### src/fdcr_pkg.sv
/*
 Shared constants and types for the floppy drive-control register bank.
 Assumes the bank sits on the 8-bit host I/O port at the primary base.
*/
package fdcr_pkg;

    // Host I/O addresses
    localparam logic [15:0] ADDR_PIN_STATUS_B = 16'h03f1;
    localparam logic [15:0] ADDR_DRIVE_OUTPUT = 16'h03f2;
    localparam logic [15:0] ADDR_TAPE_ASSIGN = 16'h03f3;

    // Reset values
    localparam logic [7:0] DRIVE_OUTPUT_RESET = 8'h00;
    localparam logic [1:0] TAPE_ASSIGN_RESET = 2'h0;

    // Drive output control fields
    localparam int DOC_DRV_LSB = 0;
    localparam int DOC_DRV_MSB = 1;
    localparam int DOC_SOFT_RESET_N = 2;
    localparam int DOC_DMA_IRQ_GATE = 3;
    localparam int DOC_MOTOR_BIT_0 = 4;
    localparam int DOC_MOTOR_BIT_1 = 5;

    // Pin status B fields, full-status mode
    localparam int PSB_MOTOR_0 = 0;
    localparam int PSB_MOTOR_1 = 1;
    localparam int PSB_WRITE_GATE_OUT = 2;
    localparam int PSB_RDATA = 3;
    localparam int PSB_WDATA = 4;
    localparam int PSB_DRV_LSB = 5;
    localparam int PSB_ONE_6 = 6;
    localparam int PSB_ONE_7 = 7;

    // Pin status B fields, latched-status mode
    localparam int PSB_SEL_C_N = 0;
    localparam int PSB_SEL_D_N = 1;
    localparam int PSB_SEL_A_N = 5;
    localparam int PSB_SEL_B_N = 6;
    localparam int PSB_DRV2_N = 7;

    // Tape drive assign fields
    localparam int TDA_BOOT_LSB = 2;
    localparam int TDA_TYPE_LSB = 4;

    // Shortest soft reset pulse
    localparam int SOFT_RESET_MIN_NS = 100;

    typedef enum logic [1:0] {
        FDCR_MODE_AT,
        FDCR_MODE_FULL,
        FDCR_MODE_LATCHED
    } fdcr_mode_t;

    typedef struct packed {
        logic [15:0] addr;
        logic rd;
        logic wr;
        logic [7:0] wdata;
    } fdcr_io_req_t;

    typedef struct packed {
        fdcr_mode_t mode;
        logic swap;
        logic enhanced2;
        logic [1:0] bootDrive;
        logic [7:0] driveType;
    } fdcr_cfg_t;

    typedef struct packed {
        logic driveSelectAN;
        logic driveSelectBN;
        logic motorOn0N;
        logic motorOn1N;
    } fdcr_drive_pins_t;

endpackage

### src/fdcr_drive_ctl_regs.sv
/*
 Drive output control, tape drive assign and pin status B registers of a
 floppy controller, with the two-drive select and motor pin decode.
 Assumes: single-cycle read and write strobes from the host I/O decoder on
 core_clk; write gate and write data come from the controller's own logic
 on core_clk; read data comes from the drive pin and is synchronised here;
 configuration is static while in use.
*/
// How it works
// RULE1: full status bit 2 shows write gate
// RULE2: full status bit 3 toggles on read data
// RULE3: full status bit 4 toggles on write data
// RULE4: full status bit 5 mirrors drive number LSB
// RULE5: full status bits 6 and 7 read one
// RULE6: latched bits 0 and 1 read one
// RULE7: latched bit 2 catches write gate rise
// RULE8: latched bit 3 catches read data release
// RULE9: latched bit 4 catches write data release
// RULE10: latched bits 5,6 show low-active selects
// RULE11: drive output control writable, zero at reset
// RULE12: bits 1:0 give one binary drive number
// RULE13: bit 2 low holds soft reset
// RULE14: bit 3 gates DMA and interrupt
// RULE15: full status mode keeps DMA, interrupt enabled
// RULE16: bits 4,5 drive motors 0 and 1
// RULE17: normal decode of selects and motors
// RULE18: swapped decode exchanges both pin pairs
// RULE19: tape bits 1:0 assign tape drive
// RULE20: normal mode tape bits 7:2 read zero
// RULE21: enhanced mode shows boot drive, drive type
// RULE22: full status bits 0,1 show motors
// RULE23: plain mode status read leaves bus undriven
// RULE24: modes and types are static inputs
// RULE25: latched status bits clear on reset
`timescale 1ns/1ns

module fdcr_drive_ctl_regs #(
    parameter int CLK_NS = 100
) (
    input wire logic core_clk,
    input wire logic rst_b,
    input wire fdcr_pkg::fdcr_io_req_t ioReq,
    output logic [7:0] ioRdData,
    output logic ioRdDataOe,
    output logic ioRdValid,
    input wire logic dirRead,
    input wire fdcr_pkg::fdcr_cfg_t cfg,
    input wire logic writeGateOut,
    input wire logic writeDataN,
    input wire logic readDataInN,
    output fdcr_pkg::fdcr_drive_pins_t drivePins,
    output logic dmaIrqGate,
    output logic softResetN,
    output logic [1:0] tapeAssign
);
    import fdcr_pkg::*;

    localparam int SR_CYC_RAW = (SOFT_RESET_MIN_NS + CLK_NS - 1) / CLK_NS;
    localparam int SR_CYC = (SR_CYC_RAW < 1) ? 1 : SR_CYC_RAW;
    localparam int SR_W = $clog2(SR_CYC + 1);

    if (CLK_NS < 1) begin : g_bad_clk
        $error("CLK_NS must be positive");
    end

    logic [7:0] driveOutputControl_r;
    logic [1:0] tapeDriveAssign_r;
    logic rdSync1_r;
    logic rdSync2_r;
    logic rdPrev_r;
    logic wdPrev_r;
    logic wgPrev_r;
    logic rdToggle_r;
    logic wdToggle_r;
    logic wgLatch_r;
    logic rdLatch_r;
    logic wdLatch_r;
    logic [SR_W-1:0] srCount_r;
    logic [SR_W-1:0] srCount_nxt;
    logic softResetN_r;
    logic [7:0] rdData_r;
    logic rdOe_r;
    logic rdValid_r;
    fdcr_drive_pins_t pins_r;
    fdcr_drive_pins_t pins_nxt;
    logic rdRelease;
    logic wdRelease;
    logic wgRise;
    logic writeDoc;
    logic [7:0] pinStatusB;
    logic [7:0] tapeRead;
    logic [7:0] readValue;
    logic readDriven;

    // Drive-type pair of the drive numbered drv
    function automatic logic [1:0] typePair(input logic [7:0] types, input logic [1:0] drv);
        logic [1:0] pair;
        pair = 2'h0;
        case (drv)
            2'h0: pair = types[1:0];
            2'h1: pair = types[3:2];
            2'h2: pair = types[5:4];
            default: pair = types[7:6];
        endcase
        return pair;
    endfunction

    assign writeDoc = ioReq.wr && (ioReq.addr == ADDR_DRIVE_OUTPUT);

    // Drive output control register
    always_ff @(posedge core_clk or negedge rst_b) begin
        if (!rst_b) begin
            driveOutputControl_r <= DRIVE_OUTPUT_RESET; // RULE11
        end else if (writeDoc) begin
            driveOutputControl_r <= ioReq.wdata; // RULE11
        end
    end

    // Tape drive assign register, only the assign bits are stored
    always_ff @(posedge core_clk or negedge rst_b) begin
        if (!rst_b) begin
            tapeDriveAssign_r <= TAPE_ASSIGN_RESET;
        end else if (ioReq.wr && (ioReq.addr == ADDR_TAPE_ASSIGN)) begin
            tapeDriveAssign_r <= ioReq.wdata[1:0]; // RULE19 RULE20
        end
    end

    assign tapeAssign = tapeDriveAssign_r; // RULE19

    // Soft reset stays low at least the minimum pulse, even if rewritten at once
    always_comb begin
        srCount_nxt = srCount_r;
        if (!driveOutputControl_r[DOC_SOFT_RESET_N]) begin
            srCount_nxt = SR_W'(SR_CYC);
        end else if (srCount_r != '0) begin
            srCount_nxt = srCount_r - SR_W'(1);
        end
    end

    always_ff @(posedge core_clk or negedge rst_b) begin
        if (!rst_b) begin
            srCount_r <= '0;
            softResetN_r <= 1'b0;
        end else begin
            srCount_r <= srCount_nxt;
            softResetN_r <= driveOutputControl_r[DOC_SOFT_RESET_N]
                && (srCount_r == '0); // RULE13
        end
    end

    assign softResetN = softResetN_r;

    // Full-status mode ignores the gate bit
    always_ff @(posedge core_clk or negedge rst_b) begin
        if (!rst_b) begin
            dmaIrqGate <= 1'b0;
        end else if (cfg.mode == FDCR_MODE_FULL) begin // RULE24
            dmaIrqGate <= 1'b1; // RULE15
        end else begin
            dmaIrqGate <= driveOutputControl_r[DOC_DMA_IRQ_GATE]; // RULE14
        end
    end

    // Two-drive select and motor decode
    always_comb begin
        logic sel0;
        logic sel1;
        logic [1:0] drv;
        drv = driveOutputControl_r[DOC_DRV_MSB:DOC_DRV_LSB]; // RULE12
        sel0 = (drv == 2'h0) && driveOutputControl_r[DOC_MOTOR_BIT_0]; // RULE17
        sel1 = (drv == 2'h1) && driveOutputControl_r[DOC_MOTOR_BIT_1]; // RULE17
        if (cfg.swap) begin
            pins_nxt.driveSelectAN = !sel1; // RULE18
            pins_nxt.driveSelectBN = !sel0; // RULE18
            pins_nxt.motorOn0N = !driveOutputControl_r[DOC_MOTOR_BIT_1]; // RULE18
            pins_nxt.motorOn1N = !driveOutputControl_r[DOC_MOTOR_BIT_0]; // RULE18
        end else begin
            pins_nxt.driveSelectAN = !sel0; // RULE17
            pins_nxt.driveSelectBN = !sel1; // RULE17
            pins_nxt.motorOn0N = !driveOutputControl_r[DOC_MOTOR_BIT_0]; // RULE16
            pins_nxt.motorOn1N = !driveOutputControl_r[DOC_MOTOR_BIT_1]; // RULE16
        end
    end

    always_ff @(posedge core_clk or negedge rst_b) begin
        if (!rst_b) begin
            pins_r <= '1;
        end else begin
            pins_r <= pins_nxt;
        end
    end

    assign drivePins = pins_r;

    // Read data pin synchroniser and previous-level stages
    always_ff @(posedge core_clk or negedge rst_b) begin
        if (!rst_b) begin
            rdSync1_r <= 1'b1;
            rdSync2_r <= 1'b1;
            rdPrev_r <= 1'b1;
            wdPrev_r <= 1'b1;
            wgPrev_r <= 1'b0;
        end else begin
            rdSync1_r <= readDataInN;
            rdSync2_r <= rdSync1_r;
            rdPrev_r <= rdSync2_r;
            wdPrev_r <= writeDataN;
            wgPrev_r <= writeGateOut;
        end
    end

    // Data lines are active low, so release is a rising edge
    assign rdRelease = rdSync2_r && !rdPrev_r;
    assign wdRelease = writeDataN && !wdPrev_r;
    assign wgRise = writeGateOut && !wgPrev_r;

    // Toggle flags for full-status mode
    always_ff @(posedge core_clk or negedge rst_b) begin
        if (!rst_b) begin
            rdToggle_r <= 1'b0;
            wdToggle_r <= 1'b0;
        end else begin
            rdToggle_r <= rdToggle_r ^ rdRelease; // RULE2
            wdToggle_r <= wdToggle_r ^ wdRelease; // RULE3
        end
    end

    // Latched flags: a new event wins over a clearing read
    always_ff @(posedge core_clk or negedge rst_b) begin
        if (!rst_b) begin
            wgLatch_r <= 1'b0; // RULE25
            rdLatch_r <= 1'b0; // RULE25
            wdLatch_r <= 1'b0; // RULE25
        end else begin
            wgLatch_r <= wgRise || (wgLatch_r && !dirRead); // RULE7
            rdLatch_r <= rdRelease || (rdLatch_r && !dirRead); // RULE8
            wdLatch_r <= wdRelease || (wdLatch_r && !dirRead); // RULE9
        end
    end

    // Pin status B contents per mode
    always_comb begin
        pinStatusB = '0;
        if (cfg.mode == FDCR_MODE_LATCHED) begin
            pinStatusB[PSB_SEL_C_N] = 1'b1; // RULE6
            pinStatusB[PSB_SEL_D_N] = 1'b1; // RULE6
            pinStatusB[PSB_WRITE_GATE_OUT] = wgLatch_r; // RULE7
            pinStatusB[PSB_RDATA] = rdLatch_r; // RULE8
            pinStatusB[PSB_WDATA] = wdLatch_r; // RULE9
            pinStatusB[PSB_SEL_A_N] = pins_r.driveSelectAN; // RULE10
            pinStatusB[PSB_SEL_B_N] = pins_r.driveSelectBN; // RULE10
            pinStatusB[PSB_DRV2_N] = 1'b1; // RULE10
        end else begin
            pinStatusB[PSB_MOTOR_0] = !pins_r.motorOn0N; // RULE22
            pinStatusB[PSB_MOTOR_1] = !pins_r.motorOn1N; // RULE22
            pinStatusB[PSB_WRITE_GATE_OUT] = writeGateOut; // RULE1
            pinStatusB[PSB_RDATA] = rdToggle_r; // RULE2
            pinStatusB[PSB_WDATA] = wdToggle_r; // RULE3
            pinStatusB[PSB_DRV_LSB] = driveOutputControl_r[DOC_DRV_LSB]; // RULE4
            pinStatusB[PSB_ONE_6] = 1'b1; // RULE5
            pinStatusB[PSB_ONE_7] = 1'b1; // RULE5
        end
    end

    // Tape drive assign read value
    always_comb begin
        tapeRead = {6'h00, tapeDriveAssign_r}; // RULE20
        if (cfg.enhanced2) begin
            tapeRead[TDA_BOOT_LSB +: 2] = cfg.bootDrive; // RULE21
            tapeRead[TDA_TYPE_LSB +: 2] = typePair(cfg.driveType,
                driveOutputControl_r[DOC_DRV_MSB:DOC_DRV_LSB]); // RULE21
        end
    end

    // Address decode for reads; plain mode leaves status B undriven
    always_comb begin
        readValue = '0;
        readDriven = 1'b0;
        case (ioReq.addr)
            ADDR_PIN_STATUS_B: begin
                readValue = pinStatusB;
                readDriven = (cfg.mode != FDCR_MODE_AT); // RULE23
            end
            ADDR_DRIVE_OUTPUT: begin
                readValue = driveOutputControl_r;
                readDriven = 1'b1;
            end
            ADDR_TAPE_ASSIGN: begin
                readValue = tapeRead;
                readDriven = 1'b1;
            end
            default: begin
                readValue = '0;
                readDriven = 1'b0;
            end
        endcase
    end

    // Read answer one cycle after the strobe
    always_ff @(posedge core_clk or negedge rst_b) begin
        if (!rst_b) begin
            rdData_r <= '0;
            rdOe_r <= 1'b0;
            rdValid_r <= 1'b0;
        end else begin
            rdValid_r <= ioReq.rd;
            rdOe_r <= ioReq.rd && readDriven;
            rdData_r <= (ioReq.rd && readDriven) ? readValue : '0;
        end
    end

    assign ioRdData = rdData_r;
    assign ioRdDataOe = rdOe_r;
    assign ioRdValid = rdValid_r;

endmodule

### config.mk
export PLATFORM = sky130hd
export DESIGN_NAME = fdcr_drive_ctl_regs
export DESIGN_NICKNAME = d
export VERILOG_FILES = /design/src/fdcr_pkg.sv /design/src/fdcr_drive_ctl_regs.sv
export SDC_FILE = /design/constraint.sdc
export NUM_CORES = 1
export LEC_CHECK = 0
export BUFFER_PORTS_ARGS = -buffer_cell sky130_fd_sc_hd__buf_2
export CAP_MARGIN = 30
export CELL_PAD_IN_SITES_DETAIL_PLACEMENT = 0
export CELL_PAD_IN_SITES_GLOBAL_PLACEMENT = 1
export CORE_ASPECT_RATIO = 1.75
export CORE_MARGIN = 2
export CORE_UTILIZATION = 39
export DETAILED_ROUTE_END_ITERATION = 6
export PLACE_DENSITY_LB_ADDON = 0.1
export SETUP_SLACK_MARGIN = 0.3
export SYNTH_ARGS = -nofsm -noshare
export SYNTH_HDL_FRONTEND = slang
export SYNTH_SLANG_ARGS = --single-unit
### constraint.sdc
create_clock -name core_clk -period 3.24 [get_ports core_clk]
set_input_delay 0 -clock core_clk [delete_from_list [all_inputs] [get_ports core_clk]]
set_output_delay 0 -clock core_clk [all_outputs]
set_load 0.03 [all_outputs]
== Word-level counts from Yosys, hierarchy flattened ==
Index checks and enable logic that the tools add are counted.

* Flip-flop bits (word level): 37
* Bits of input ports: 46
* Logic and storage cells: 71

* $add $sub $neg: 1
* Equal/unequal tests: 7
* Multiplexer cells: 10
* Bitwise logic cells: 3
* Reductions and logical operators: 28

{| class="wikitable"
|+ Operators by type and width
! operator !! count
|-
| $eq 16x10->1 const B || 3
|-
| $pmux 8 s3 || 1
|-
| $logic_and 1x1->1 || 12
|-
| $logic_not 1->1 || 10
|-
| $mux 4 || 2
|-
| $mux 8 || 1
|-
| $mux 7 || 1
|-
| $pmux 2 s3 || 1
|-
| $eq 2x1->1 const B || 2
|-
| $eq 2x2->1 const B || 2
|-
| $logic_or 1x1->1 || 3
|-
| $mux 1 || 3
|-
| $logic_not 2->1 || 1
|-
| $pmux 1 s2 || 1
|-
| $reduce_bool 2->1 || 1
|-
| $reduce_or 2->1 || 1
|-
| $xor 1x1->1 || 2
|-
| $not 1->1 || 1
|-
| $sub 1x1->1 const B || 1
|}

== Logic depth before layout (Yosys ltp) ==
* Word-level depth: 5
* Mapped depth: 4
* Gate-level depth less buffers: 4

== Least setup slack after synthesis ==
Ideal clock, no wire load.

* Kind: input to register
* Start: in ioReq[23] (netlist bit)
* End: reg tapeDriveAssign_r[0] (netlist: tapeAssign[0])
* Arrival time: 1388 ps
* Setup slack: 1727 ps
* Stages on the path: 4
* Cells stage by stage: or4_4 > nor4_4 > nand4_1 > mux2_2

* Longest elaborated chain between the ends: 2

{| class="wikitable"
|+ Ends and longest elaborated chain
! element !! line !! source
|-
| start: declaration || fdcr_drive_ctl_regs.sv:42 || <nowiki>input wire fdcr_pkg::fdcr_io_req_t ioReq,</nowiki>
|-
| $eq 16x10->1 || fdcr_drive_ctl_regs.sv:123 || <nowiki>end else if (ioReq.wr && (ioReq.addr == ADDR_TAPE_ASSIGN)) begin</nowiki>
|-
| $logic_and 1x1->1 || fdcr_drive_ctl_regs.sv:123 ||
|-
| end signal: assignment || fdcr_drive_ctl_regs.sv:124 || <nowiki>tapeDriveAssign_r <= ioReq.wdata[1:0];</nowiki>
|-
| end: declaration || fdcr_drive_ctl_regs.sv:67 || <nowiki>logic [1:0] tapeDriveAssign_r;</nowiki>
|}

Every way passes these cells.
A chain may end at the register's enable or synchronous reset.

== Worst setup path in the final report ==
* Start: in ioReq[23] (netlist bit)
* End: reg rdData_r[2] (netlist: ioRdData[2])

* Longest elaborated chain between the ends: 5

{| class="wikitable"
|+ Ends and longest elaborated chain
! element !! line !! source
|-
| $eq 16x10->1 || fdcr_drive_ctl_regs.sv:279 || <nowiki>case (ioReq.addr)</nowiki>
|-
| $reduce_or 2->1 (no source line) || -- ||
|-
| $pmux 1 s2 || fdcr_drive_ctl_regs.sv:279 ||
|-
| $logic_and 1x1->1 || fdcr_drive_ctl_regs.sv:308 || <nowiki>rdData_r <= (ioReq.rd && readDriven) ? readValue : '0;</nowiki>
|-
| $mux 8 * || fdcr_drive_ctl_regs.sv:308 ||
|-
| end signal: assignment || fdcr_drive_ctl_regs.sv:308 ||
|-
| end: declaration || fdcr_drive_ctl_regs.sv:81 || <nowiki>logic [7:0] rdData_r;</nowiki>
|}

Every way passes the cells marked *; elsewhere a longest branch is shown, timed or not.

==> impl_metrics.csv <==
group,metric,value,unit
critical_path,cp_cell_sequence,"buf_2 -> or4_4 -> nor4_2 -> nand3_1 -> dlygate4sd3_1 -> a21oi_1",
floorplanning,start_util,0.410,
critical_path,crit_path_end_kind,"register",
global_routing,grt_max_degree,38,
flow_run,drv_cap,0,
critical_path,worst-path-stages,6,
timing,worst_pin_slew,0.777,ns
layout,multi_input_area,633,µm²
layout,drive_above_1_share,0.463,
critical_path,cp_top_family,"simple AND/OR/NAND/NOR gates",
cts,cts-resized-gates,0,
timing,drv_slew,0,
routing,first_iter_violations,24,
power,ir_drop,0.287,mV
yosys,synth_seq_area_share,0.585,
layout,antenna_cells,0,
timing,finalCriticalPeriod,1.92,ns
outcome,status,"finished, final reports clean",
power,power_density,408,mW/mm²
cts,path_clk_slew,0.07,ns
yosys,ys_seq_elements,37,
global_routing,grt_use_total,0.182,
timing,hold_viol,0,
global_routing,grt_use_met2,0.328,
layout,regArea,936,µm²
critical_path,cp.required,3.44,ns
min_path,min_path_type,"in2reg",
timing,setup_viol,0,
yosys,synth_nets,169,
critical_path,critPathKind,"in2reg",
cts,htreeDepth,2,
global_routing,antenna_found_initial,0,
global_routing,use_met3,0.0439,
global_routing,met1_usage,0.193,
timing,rsz0062_at_grt,"false",
routing,vias,1302,
layout,area_growth_syn_to_layout,42.0,%
cts,cts-root-buf,"clkbuf_8",
routing,viasPerCell,4.97,
yosys,yosysWarningCount,0,
timing,setup_tns,0,ns
cts,postCtsSetupBuffers,0,
timing,skew,0.00391,ns
routing,drc_errors,0,
routing,avgRoutedWirePerCell,14.4,µm
cts,cts_tree,"yes",
power,total_power,926,µW
floorplanning,pin_count,64,
routing,routed_wl,3.78,mm
critical_path,reg2reg_to,"ioRdData[4]",
placed_design,gp_congestion,0.786,
placed_design,dpl.hpwl,2.86,mm
critical_path,r2r_cells,3,
critical_path,rrSetupSlack,1.85,ns
power,p_leak,0.00107,µW
yosys,syn_inst,123,
critical_path,timing.rr.start,"driveOutputControl_r[0]",
cts,clkLatencyLatePin,0.28,ns
critical_path,crit_slowest_cell,"nor4_2",
cts,clk_path_buf_depth,2,
timing,max_freq,520,MHz
global_routing,grt-busiest-layer,"met2",
global_routing,grt_pass1_vias,1304,
floorplanning,fp.dieArea,0.00465,mm²
layout,nets,259,
yosys,yosys-top-cells-area,"dfrtp_1 45%, dfstp_2 13%, mux2_2 9.2%",
cts,cts_buffers,5,
global_routing,grt_overflow,0,
yosys,postSynth.asyncResetShare,1.00,
yosys,netlist_area,0.00160,mm²
critical_path,crit_fanout,6,
critical_path,critPathBufInv,2,
global_routing,grt_pass1_wl,5.97,mm
yosys,yosysTopAreaCell,"dfrtp_1",
yosys,synth_flop_cell,"dfrtp_1",
floorplanning,rows,30,
critical_path,startpoint,"ioReq[23]",
layout,fillers,356,
critical_path,crit_path_start_kind,"primary input",
timing,fin_crit_sh,0.594,
critical_path,endpoint,"ioRdData[2]",
yosys,synth_top_area_share,0.454,
floorplanning,die_h,88.7,µm
routing,detail-route-antenna-nets,0,
critical_path,slowest_delay,0.61,ns
cts,clock_sinks,37,
floorplanning,core_area,0.00390,mm²
critical_path,cp.arrival,2.13,ns
yosys,syn_avg_cell_area,13.0,µm²
timing,slew_headroom,0.482,
routing,drt_pass1_iterations,4,
floorplanning,die_x,52.4,µm
yosys,ys_types,31,
placed_design,numPortBuffers,63,
yosys,synth_edf_count,0,
-- worst min-delay path, stage by stage --
cell and delay (ns):
buf_2 0.13, inv_1 0.05, a21o_1 0.10
-- cells by family after synthesis --
| kind of cell | synth area share |
|---|---|
| buffers and inverters | 0.0188 |
| AND/OR/NAND/NOR | 0.164 |
| multiplexers | 0.132 |
| XOR/XNOR | 0.0110 |
| flip-flops | 0.585 |
| AO/OA/AOI/OAI | 0.0892 |
-- what timing repair did --
item / in CTS / in global routing
hold buffers: 21 / 0
setup endpoints to repair: 0 / 0
endpoints found under the hold margin: 52 / 0
-- Yosys cell counts (3+ instances only) --
library cell and count:
dfrtp_1 29, dfstp_2 8, nor2b_1 4, nand2b_1 4, nand3_1 4, a21oi_1 8
nor2_1 3, mux2_2 13, nand2_1 7, o21ai_0 4, inv_1 7, a22oi_1 5
nor4_2 3
-- cells in the final DEF, fill, tap and decap left out, drive strengths merged --
cell type,count
a31oi,1
nand2b,4
inv,7
o21a,1
nor4,4
buf,63
mux2,13
clkbuf,8
nand3,5
a21oi,8
o211ai,1
nor2b,4
nor3b,1
nand4,2
dfstp,8
nand2,7
dlygate4sd3,21
a21o,1
o22ai,1
nand4bb,2
nor2,3
a22oi,5
xnor2,2
mux2i,2
o21ai,4
a222oi,1
nand4b,2
dfrtp,29
mux4,2
or4,1
or2,1
-- layout make-up --
type,instances,area share
Sequential cell,37,0.412
Multi-Input combinational cell,78,0.279
Timing Repair Buffer,84,0.231
Clock buffer,8,0.0397
Tap cell,48,0.0264
Inverter,7,0.0116
-- state kept, by name (all words and copies together), names as in the netlist, 2 cells and up --
| register | count |
|---|---|
| tapeAssign | 2 |
| drivePins | 4 |
| driveOutputControl_r | 8 |
| ioRdData | 8 |
-- worst min path at each step --
stage                            from    endpoint  slack, ns  cells after the start
after floorplan                 rst_b  dmaIrqGate      -0.30                      0
after global placement    readDataInN   rdSync1_r       0.10                      1
after detailed placement  readDataInN   rdSync1_r       0.11                      1
after CTS                     cfg[13]  dmaIrqGate       0.02                      3
after global routing          cfg[13]  dmaIrqGate       0.04                      3
final                         cfg[13]  dmaIrqGate       0.03                      3
-- metal layers --
layer,wire [µm],vias to the layer above
met1,1390,620
li1,-,630
met3,218,6
met2,2110,46
met5,0,-
met4,70,0
-- power breakdown --
| part | internal (µW) | switching [µW] |
|---|---|---|
| registers | 485 | 10.7 |
| clock network | 173 | 146 |
| logic | 62.4 | 48.6 |
| total | 721 | 205 |
-- stage by stage --
stage / utilization / area, µm² / instances / hold slack, ns / worst slack, ns
2_1_floorplan: - / 1600 / 123 / -0.296 / 1.73
3_3_place_gp: 0.505 / 1970 / 233 / 0.105 / 1.46
3_5_place_dp: 0.505 / 1970 / 233 / 0.111 / 1.36
4_1_cts: 0.582 / 2270 / 262 / 0.0177 / 1.30
5_1_grt: 0.582 / 2270 / 262 / 0.0384 / 1.13
6_report: 0.582 / 2270 / 262 / 0.0277 / 1.32
Power figures use the tool's default switching activity.
